`src/design/fsp_pkg.sv`:
```
package fsp_pkg;
    // clock and timing
    localparam int unsigned CLK_MHZ = 100;
    localparam int unsigned SR_WRITE_US = 5;
    localparam logic [15:0] SR_WRITE_CYCLES = 16'(SR_WRITE_US * CLK_MHZ);

    // bit positions in the status and control word
    localparam int unsigned BIT_BUSY = 0;
    localparam int unsigned BIT_WEL = 1;
    localparam int unsigned BIT_REGION_LO = 2;
    localparam int unsigned BIT_GUARD_LO = 7;
    localparam int unsigned BIT_GUARD_HI = 8;
    localparam int unsigned BIT_QUAD = 9;
    localparam int unsigned BIT_WRITE_PAUSED = 10;
    localparam int unsigned BIT_LOCK_LO = 11;
    localparam int unsigned BIT_INVERT = 14;
    localparam int unsigned BIT_WIPE_PAUSED = 15;

    // values after reset
    localparam logic [4:0] REGION_RESET = 5'h00;
    localparam logic [2:0] LOCK_RESET = 3'h0;
    localparam logic PIN_RESET_LEVEL = 1'b1;
    localparam logic [15:0] PEND_RESET = 16'h0000;

    // opcodes
    localparam logic [7:0] OPC_WRITE_ENABLE = 8'h06;
    localparam logic [7:0] OPC_WRITE_DISABLE = 8'h04;
    localparam logic [7:0] OPC_REG_STORE = 8'h01;
    localparam logic [7:0] OPC_PAGE_WRITE = 8'h02;
    localparam logic [7:0] OPC_SMALL_WIPE = 8'h20;
    localparam logic [7:0] OPC_BLOCK_WIPE_32 = 8'h52;
    localparam logic [7:0] OPC_BLOCK_WIPE_64 = 8'hD8;
    localparam logic [7:0] OPC_CHIP_WIPE_A = 8'hC7;
    localparam logic [7:0] OPC_CHIP_WIPE_B = 8'h60;
    localparam logic [7:0] OPC_SUSPEND = 8'h75;
    localparam logic [7:0] OPC_RESUME = 8'h7A;
    localparam logic [7:0] OPC_SEC_PROGRAM = 8'h42;
    localparam logic [7:0] OPC_SEC_WIPE = 8'h44;

    typedef enum logic [2:0] {OP_NONE, OP_PAGE, OP_WIPE, OP_CHIP, OP_SEC_PROG, OP_SEC_WIPE} fsp_op_t;
    typedef enum logic [1:0] {ST_IDLE, ST_SR_UPDATE, ST_ENGINE, ST_PAUSED} fsp_state_t;
endpackage

```
`src/design/fsp_pin_if.sv`:
```
`timescale 1ns/1ps
`default_nettype none
// carries the filtered write-guard pin level from synchroniser to core
interface fsp_pin_if;
    logic guard_level;
    modport sync (output guard_level);
    modport core (input guard_level);
endinterface
`default_nettype wire

```
`src/design/fsp_pin_sync.sv`:
```
`timescale 1ns/1ps
`default_nettype none
module fsp_pin_sync
    import fsp_pkg::*;
(
    input wire logic ref_clk,
    input wire logic srst,
    input wire logic pin_raw,
    fsp_pin_if.sync pin
);
    typedef struct packed {
        logic s1;
        logic s2;
        logic s3;
        logic level;
    } fsp_sync_t;

    fsp_sync_t r;
    fsp_sync_t next_r;

    // level only moves once the second and third stages agree
    always_comb
    begin
        next_r = r;
        next_r.s1 = pin_raw;
        next_r.s2 = r.s1;
        next_r.s3 = r.s2;
        if (r.s2 == r.s3)
        begin
            next_r.level = r.s3;
        end
    end

    always_ff @(posedge ref_clk)
    begin
        if (srst)
        begin
            r <= '{s1: PIN_RESET_LEVEL, s2: PIN_RESET_LEVEL, s3: PIN_RESET_LEVEL, level: PIN_RESET_LEVEL};
        end
        else
        begin
            r <= next_r;
        end
    end

    assign pin.guard_level = r.level;
endmodule
`default_nettype wire

```
`src/design/fsp_status_reg.sv`:
```
`timescale 1ns/1ps
`default_nettype none
module fsp_status_reg
    import fsp_pkg::*;
(
    input wire logic ref_clk,
    input wire logic srst,
    input wire logic cmd_valid,
    input wire logic [7:0] cmd_code,
    input wire logic cmd_byte_aligned,
    input wire logic [15:0] cmd_data,
    input wire logic target_protected,
    input wire logic [1:0] sec_index,
    input wire logic engine_done,
    input wire logic nv_restore,
    input wire logic [15:0] nv_image,
    input wire logic write_guard_pin,
    output logic [15:0] status_word,
    output logic op_start,
    output logic [2:0] op_kind,
    output logic op_pause,
    output logic op_resume,
    output logic cmd_refused,
    output logic quad_lanes_on,
    output logic [2:0] secure_area_lock,
    output logic [4:0] region_guard,
    output logic invert_region_flag
);
    typedef struct packed {
        fsp_state_t st;
        fsp_op_t kind;
        logic [15:0] timer;
        logic [15:0] pend;
        logic write_enable_latch;
        logic [4:0] region;
        logic reg_guard_hi;
        logic reg_guard_lo;
        logic quad;
        logic [2:0] lock;
        logic invert;
        logic write_paused_flag;
        logic wipe_paused_flag;
        logic start;
        logic pause;
        logic resume;
        logic refused;
    } fsp_core_t;

    fsp_core_t r;
    fsp_core_t next_r;
    fsp_pin_if pin_bus ();
    logic guard_pin_locks;
    logic store_ok;
    logic chip_ok;

    fsp_pin_sync u_pin_sync (
        .ref_clk(ref_clk),
        .srst(srst),
        .pin_raw(write_guard_pin),
        .pin(pin_bus)
    );

    // store permission from guard mode and pin; store_ok adds the latch
    function automatic logic guard_allows(input logic hi, input logic lo, input logic pin_locks);
        unique case ({hi, lo})
            2'b00: guard_allows = 1'b1;
            2'b01: guard_allows = !pin_locks;
            2'b10: guard_allows = 1'b0;
            2'b11: guard_allows = 1'b0;
        endcase
    endfunction

    // with quad lanes on the pin is a data lane, so it cannot lock
    assign guard_pin_locks = !pin_bus.guard_level && !r.quad;
    assign store_ok = r.write_enable_latch && guard_allows(r.reg_guard_hi, r.reg_guard_lo, guard_pin_locks);
    assign chip_ok = ((r.region[2:0] == 3'h0) && !r.invert) || ((r.region[2:0] == 3'h7) && r.invert);

    always_comb
    begin
        next_r = r;
        next_r.start = 1'b0;
        next_r.pause = 1'b0;
        next_r.resume = 1'b0;
        next_r.refused = 1'b0;
        unique case (r.st)
            ST_IDLE:
            begin
                if (cmd_valid && !cmd_byte_aligned)
                    next_r.refused = 1'b1;
                else if (cmd_valid)
                begin
                    if (cmd_code == OPC_WRITE_ENABLE)
                        next_r.write_enable_latch = 1'b1;
                    else if (cmd_code == OPC_WRITE_DISABLE)
                        next_r.write_enable_latch = 1'b0;
                    else if (cmd_code == OPC_REG_STORE)
                    begin
                        if (store_ok)
                        begin
                            next_r.st = ST_SR_UPDATE;
                            next_r.timer = SR_WRITE_CYCLES;
                            next_r.pend = cmd_data;
                        end
                        else
                            next_r.refused = 1'b1;
                    end
                    else if ((cmd_code == OPC_PAGE_WRITE) || (cmd_code == OPC_SMALL_WIPE)
                             || (cmd_code == OPC_BLOCK_WIPE_32) || (cmd_code == OPC_BLOCK_WIPE_64))
                    begin
                        if (r.write_enable_latch && !target_protected)
                        begin
                            next_r.st = ST_ENGINE;
                            next_r.start = 1'b1;
                            next_r.kind = (cmd_code == OPC_PAGE_WRITE) ? OP_PAGE : OP_WIPE;
                            next_r.write_enable_latch = 1'b0;
                        end
                        else
                            next_r.refused = 1'b1;
                    end
                    else if ((cmd_code == OPC_CHIP_WIPE_A) || (cmd_code == OPC_CHIP_WIPE_B))
                    begin
                        if (r.write_enable_latch && chip_ok)
                        begin
                            next_r.st = ST_ENGINE;
                            next_r.start = 1'b1;
                            next_r.kind = OP_CHIP;
                            next_r.write_enable_latch = 1'b0;
                        end
                        else
                            next_r.refused = 1'b1;
                    end
                    else if ((cmd_code == OPC_SEC_PROGRAM) || (cmd_code == OPC_SEC_WIPE))
                    begin
                        // a locked security area is read-only
                        if (r.write_enable_latch && (sec_index != 2'h3) && !r.lock[sec_index])
                        begin
                            next_r.st = ST_ENGINE;
                            next_r.start = 1'b1;
                            next_r.kind = (cmd_code == OPC_SEC_PROGRAM) ? OP_SEC_PROG : OP_SEC_WIPE;
                            next_r.write_enable_latch = 1'b0;
                        end
                        else
                            next_r.refused = 1'b1;
                    end
                end
            end
            ST_SR_UPDATE:
            begin
                // commands are ignored during a register store; new bits appear only at the end
                next_r.timer = r.timer - 16'h0001;
                if (r.timer == 16'h0001)
                begin
                    next_r.st = ST_IDLE;
                    next_r.write_enable_latch = 1'b0;
                    if (!(r.reg_guard_lo && !r.reg_guard_hi && guard_pin_locks))
                        next_r.region = r.pend[BIT_REGION_LO +: 5];
                    next_r.reg_guard_lo = r.pend[BIT_GUARD_LO];
                    next_r.reg_guard_hi = r.pend[BIT_GUARD_HI];
                    next_r.quad = r.pend[BIT_QUAD];
                    next_r.lock = r.lock | r.pend[BIT_LOCK_LO +: 3];
                    next_r.invert = r.pend[BIT_INVERT];
                end
            end
            ST_ENGINE:
            begin
                if (engine_done)
                begin
                    next_r.st = ST_IDLE;
                    next_r.kind = OP_NONE;
                end
                else if (cmd_valid && (cmd_code == OPC_SUSPEND) && ((r.kind == OP_PAGE) || (r.kind == OP_WIPE)))
                begin
                    next_r.st = ST_PAUSED;
                    next_r.pause = 1'b1;
                    next_r.write_paused_flag = (r.kind == OP_PAGE);
                    next_r.wipe_paused_flag = (r.kind == OP_WIPE);
                end
            end
            ST_PAUSED:
            begin
                if (cmd_valid && (cmd_code == OPC_RESUME))
                begin
                    next_r.st = ST_ENGINE;
                    next_r.resume = 1'b1;
                    next_r.write_paused_flag = 1'b0;
                    next_r.wipe_paused_flag = 1'b0;
                end
            end
        endcase
        // power-up image load wins over everything but srst; volatile state starts clear
        if (nv_restore)
        begin
            next_r = '0;
            next_r.st = ST_IDLE;
            next_r.kind = OP_NONE;
            next_r.region = nv_image[BIT_REGION_LO +: 5];
            next_r.quad = nv_image[BIT_QUAD];
            next_r.lock = nv_image[BIT_LOCK_LO +: 3];
            next_r.invert = nv_image[BIT_INVERT];
            if (!(nv_image[BIT_GUARD_HI] && !nv_image[BIT_GUARD_LO]))
            begin
                next_r.reg_guard_hi = nv_image[BIT_GUARD_HI];
                next_r.reg_guard_lo = nv_image[BIT_GUARD_LO];
            end
        end
    end

    always_ff @(posedge ref_clk)
    begin
        if (srst)
        begin
            r <= '0;
            r.st <= ST_IDLE;
            r.kind <= OP_NONE;
            r.pend <= PEND_RESET;
            r.region <= REGION_RESET;
            r.lock <= LOCK_RESET;
        end
        else
        begin
            r <= next_r;
        end
    end

    // status word assembled from stored fields; busy decoded from state
    assign status_word = {r.wipe_paused_flag, r.invert, r.lock, r.write_paused_flag, r.quad, r.reg_guard_hi,
                          r.reg_guard_lo, r.region, r.write_enable_latch,
                          (r.st == ST_SR_UPDATE) || (r.st == ST_ENGINE)};
    assign op_start = r.start;
    assign op_kind = r.kind;
    assign op_pause = r.pause;
    assign op_resume = r.resume;
    assign cmd_refused = r.refused;
    assign quad_lanes_on = r.quad;
    assign secure_area_lock = r.lock;
    assign region_guard = r.region;
    assign invert_region_flag = r.invert;
endmodule
`default_nettype wire

```
`config.mk`:
```
export PLATFORM = sky130hd
export DESIGN_NAME = fsp_status_reg
export DESIGN_NICKNAME = d
export VERILOG_FILES = /design/src/design/fsp_pkg.sv /design/src/design/fsp_pin_if.sv /design/src/design/fsp_pin_sync.sv /design/src/design/fsp_status_reg.sv
export SDC_FILE = /design/constraint.sdc
export NUM_CORES = 1
export LEC_CHECK = 0
export BUFFER_PORTS_ARGS = -buffer_cell sky130_fd_sc_hd__buf_2
export CELL_PAD_IN_SITES_DETAIL_PLACEMENT = 0
export CELL_PAD_IN_SITES_GLOBAL_PLACEMENT = 2
export CORE_ASPECT_RATIO = 1.2
export CORE_MARGIN = 2
export CORE_UTILIZATION = 33
export DETAILED_ROUTE_END_ITERATION = 6
export PLACE_DENSITY = 0.85
export SETUP_SLACK_MARGIN = 0.15
export SLEW_MARGIN = 20
export SYNTH_ARGS = -nofsm -noshare
export SYNTH_HDL_FRONTEND = slang
export SYNTH_SLANG_ARGS = --single-unit
```
`constraint.sdc`:
```
create_clock -name ref_clk -period 6.2 [get_ports ref_clk]
set_input_delay 0.31 -clock ref_clk [delete_from_list [all_inputs] [get_ports ref_clk]]
set_output_delay 0.31 -clock ref_clk [all_outputs]
set_load 0.01 [all_outputs]
```
==> Flow_metrics.wiki <==
{| class="wikitable"
! Metric !! Value
|-
| Quantity of hold-fixing buffers added after cts || 0
|-
| Internal reg-to-reg setup slack || 3.86 ns
|-
| Dpl hpwl || 5980 microns
|-
| Worst setup EP type || flop
|-
| Total non-filler cell area in the finished layout || 3690 sq um
|-
| Buf/Inv on CP || 1
|-
| Post-Route WL || 8020 microns
|-
| Wire length of the first global-routing pass || 13,000 microns
|-
| Kind of start point of the critical path || input port
|-
| Post-route core utilization || 0.372
|-
| Number of hold-slack violations in the final timing report || 0
|-
| Avg Cell Area, Syn || 8.33 sq um
|-
| Net count after synthesis || 453
|-
| Total of flip-flops plus latches after synthesis || 56
|-
| Via count of the first global-routing pass || 2,701
|-
| Critical Path, Cell by Cell || buf_2 > or4b_2 > nor2_2 > a41o_1 > nand4_1 > xor2_1 > nor2_1
|-
| Class of the most critical hold timing path || input port to flop
|-
| Layout overhead on the synthesized area || 11.6%
|-
| Slowest stage delay, CP || 0.74 ns
|-
| I/O pin count || 83
|-
| Number of pins with negative max-slew slack in the final report || 0
|-
| Outcome || complete, no violations
|-
| GRT overflow || 0
|-
| Cell count after synthesis || 397
|-
| Vias after detailed routing || 2,888
|-
| Wire length per cell after detailed routing || 14.3 microns
|-
| Sum Neg Setup Slack || 0 ns
|-
| Worst Hold End || u_pin_sync.next_r[2]
|-
| Crit path kind || input port to flop
|-
| Top flip-flop cell by instance count after synthesis || sky130_fd_sc_hd__dfxtp_1
|-
| Number of antenna violations at the first check in global routing || 0
|-
| Die W || 95.4 microns
|-
| Final total power || 731 uW
|-
| Highest achievable clock rate || 422 MHz
|-
| Number of nets with antenna violations after detailed routing || 0
|-
| Number of cell rows || 40
|-
| Slowest library cell on the worst path || sky130_fd_sc_hd__or4b_2
|-
| Worst slew margin || 0.506
|-
| Root Buffer Master || sky130_fd_sc_hd__clkbuf_16
|-
| First-iteration detailed-routing DRC count || 76
|-
| IO buf count || 74
|-
| Number of synthesis warnings || 0
|-
| CTS tree || yes
|-
| Final number of setup-violating endpoints || 0
|-
| Sequential area share after synthesis || 0.339
|-
| GP Congestion || 0.808
|-
| Origin of the worst min-delay path || write_guard_pin
|-
| Total clock buffers created by CTS || 5
|-
| Crit path max fanout || 19
|-
| Reg2reg path depth || 8
|-
| Count of maximum capacitance violations || 0
|-
| Pre-Repair DR Iteration Count || 4
|-
| Ratio of cells with drive above 1 in the final layout || 0.253
|-
| Minimum setup slack in the final design || 3.83 ns
|-
| Critical R2R Launch || r[55]
|-
| Critical Path AT || 2.55 ns
|-
| Total Die Area || 10,800 sq um
|-
| End of the worst register-to-register path || r[48]
|-
| Standby leakage power || 0.00142 uW
|-
| Number of inserted diodes || 0
|-
| Number of setup buffers added after CTS || 0
|-
| Number of flops mapped to enable cells by yosys || 0
|-
| Transition time at the pin with the least slew margin || 0.736 ns
|-
| Sink Count || 56
|-
| Floorplan die height || 114 microns
|-
| Largest delay share family, worst path || simple AND/OR/NAND/NOR gates
|-
| Relative contribution of sequential cells to total power || 0.504
|-
| Standard cell area after detailed placement || 3540 sq um
|-
| Commonest cells after routing, fill and taps aside || 74 x sky130_fd_sc_hd__buf_2, 56 x sky130_fd_sc_hd__dfxtp_1, 45 x sky130_fd_sc_hd__nand2_1
|-
| Starting Density || 0.334
|-
| CTS H-tree lvls || 2
|-
| Portion of total power attributed to combinational logic || 0.095
|-
| Final worst-path cycle share || 0.382
|-
| Post-placement worst setup slack || 3.51 ns
|-
| Final worst path period need || 2.37 ns
|-
| Number of remaining DRC errors || 0
|-
| Detailed-route vias per instance || 5.16
|-
| Max Buffers Root-to-Sink || 2
|-
| Clock network fraction of design power || 0.401
|-
| Most common library cell in the layout ignoring fill and taps || sky130_fd_sc_hd__buf_2
|-
| Clock-pin slew on the worst setup and hold paths || 0.07 ns
|-
| Gr usage total || 0.150
|-
| Internal power summed over all cells || 548 uW
|-
| Sw frac || 0.250
|-
| Cell area after technology mapping || 3310 sq um
|-
| VDD IR max || 97.2 uV
|-
| Hold-critical path depth || 2
|-
| Largest net degree at the start of global routing || 25
|-
| P per Cell Area || 198 nW/um^2
|-
| Final net count || 489
|-
| CP required || 6.38 ns
|-
| Max Clock Skew || 0.00543 ns
|-
| Area inside the core boundary || 9910 sq um
|-
| Switch Pwr || 183 uW
|-
| FFs w/ async S/R, synth || 0
|-
| RSZ-0062 raised after global routing || no
|-
| Yosys cell types || 61
|-
| Resized cells post-CTS || 0
|-
| Source-to-sink clock delay at the later pin of the worst-skew pair || 0.30 ns
|}
-- state kept, by name, indices dropped and copies added (netlist names) --
register	count
op_start	1
region_guard	5
r	30
quad_lanes_on	1
cmd_refused	1
u_pin_sync.pin.guard_level	1
u_pin_sync.r	1
op_resume	1
status_word	5
u_pin_sync.next_r	2
invert_region_flag	1
op_kind	3
op_pause	1
secure_area_lock	3
-- per-stage QoR --
step	hold slack, ns	std cells
2_1_floorplan	0.389	397
3_3_place_gp	0.391	552
3_5_place_dp	0.405	552
4_1_cts	0.188	560
5_1_grt	0.198	560
6_report	0.196	560
-- Yosys cell counts (2+ instances only) --
cell type | instances | area (sq um)
sky130_fd_sc_hd__or4b_2 | 2 | 20.0
sky130_fd_sc_hd__xor2_1 | 7 | 61.3
sky130_fd_sc_hd__a41o_1 | 2 | 20.0
sky130_fd_sc_hd__or3b_2 | 2 | 17.5
sky130_fd_sc_hd__nand3b_1 | 2 | 15.0
sky130_fd_sc_hd__nor2_1 | 37 | 139
sky130_fd_sc_hd__nor3b_1 | 5 | 37.5
sky130_fd_sc_hd__a22o_1 | 3 | 26.3
sky130_fd_sc_hd__nor2b_1 | 9 | 56.3
sky130_fd_sc_hd__mux2_2 | 9 | 101
sky130_fd_sc_hd__buf_4 | 29 | 218
sky130_fd_sc_hd__nand4b_1 | 2 | 17.5
sky130_fd_sc_hd__nand2_1 | 45 | 169
sky130_fd_sc_hd__dfxtp_1 | 56 | 1120
sky130_fd_sc_hd__buf_6 | 2 | 22.5
sky130_fd_sc_hd__nor4b_1 | 2 | 17.5
sky130_fd_sc_hd__inv_1 | 6 | 22.5
sky130_fd_sc_hd__buf_2 | 5 | 25.0
sky130_fd_sc_hd__or4_1 | 5 | 37.5
sky130_fd_sc_hd__and4_1 | 2 | 17.5
sky130_fd_sc_hd__nor3_1 | 11 | 55.1
sky130_fd_sc_hd__ha_1 | 6 | 75.1
sky130_fd_sc_hd__nor2_2 | 2 | 12.5
sky130_fd_sc_hd__or2_2 | 5 | 31.3
sky130_fd_sc_hd__a21o_1 | 2 | 15.0
sky130_fd_sc_hd__a21oi_1 | 25 | 125
sky130_fd_sc_hd__nor4_1 | 8 | 50.1
sky130_fd_sc_hd__nand4_1 | 8 | 50.1
sky130_fd_sc_hd__a211oi_1 | 5 | 37.5
sky130_fd_sc_hd__and2_1 | 4 | 25.0
sky130_fd_sc_hd__mux2i_1 | 13 | 130
sky130_fd_sc_hd__nand3_1 | 7 | 35.0
sky130_fd_sc_hd__o21ai_0 | 19 | 95.1
sky130_fd_sc_hd__nand2b_1 | 8 | 50.1
sky130_fd_sc_hd__and3_1 | 2 | 12.5
sky130_fd_sc_hd__o22ai_1 | 2 | 12.5
sky130_fd_sc_hd__a22oi_1 | 2 | 15.0
sky130_fd_sc_hd__clkbuf_1 | 10 | 37.5
sky130_fd_sc_hd__xnor2_1 | 4 | 35.0
-- cell families after synthesis --
group	synth area share
xor+xnor	0.0291
buf+inv	0.0995
mux	0.0700
fa+ha+maj	0.0227
compound gates	0.151
flops	0.339
simple gates	0.289
-- worst max path at each step --
stage | startpoint | to | slack, ns | depth (start not counted)
floorplan | cmd_code[4] | op_kind[0] | 3.91 | 7
global placement | cmd_code[3] | r[48] | 3.51 | 7
detailed placement | cmd_code[3] | r[47] | 3.51 | 7
CTS | cmd_code[3] | r[48] | 3.81 | 7
global route | r[55] | r[50] | 3.52 | 8
finish | cmd_code[3] | r[48] | 3.83 | 7
-- area by class of cell --
class | count | area [sq um]
Clock buffer | 5 | 125
Clock inverter | 3 | 25.0
Fill cell | 1053 | 6220
Inverter | 7 | 26.3
Multi-Input combinational cell | 288 | 1860
Sequential cell | 56 | 1120
Tap cell | 126 | 158
Timing Repair Buffer | 75 | 378
-- power groups by stage --
stage	Sequential, uW	Clock, uW	Combinational [uW]
after global placement	377	0	69.0
final	369	293	69.2
after floorplan	377	0	50.1
after detailed placement	377	0	70.0
after global routing	370	315	76.8
after CTS	369	302	70.2
-- per-layer routing --
layer	routed length [microns]	share of wire	track usage
met5	0	0	0
met4	106	0.013	0.0390
met3	336	0.042	0.0284
met2	3920	0.49	0.257
met1	3660	0.46	0.192
Power figures use the tool's default switching activity.
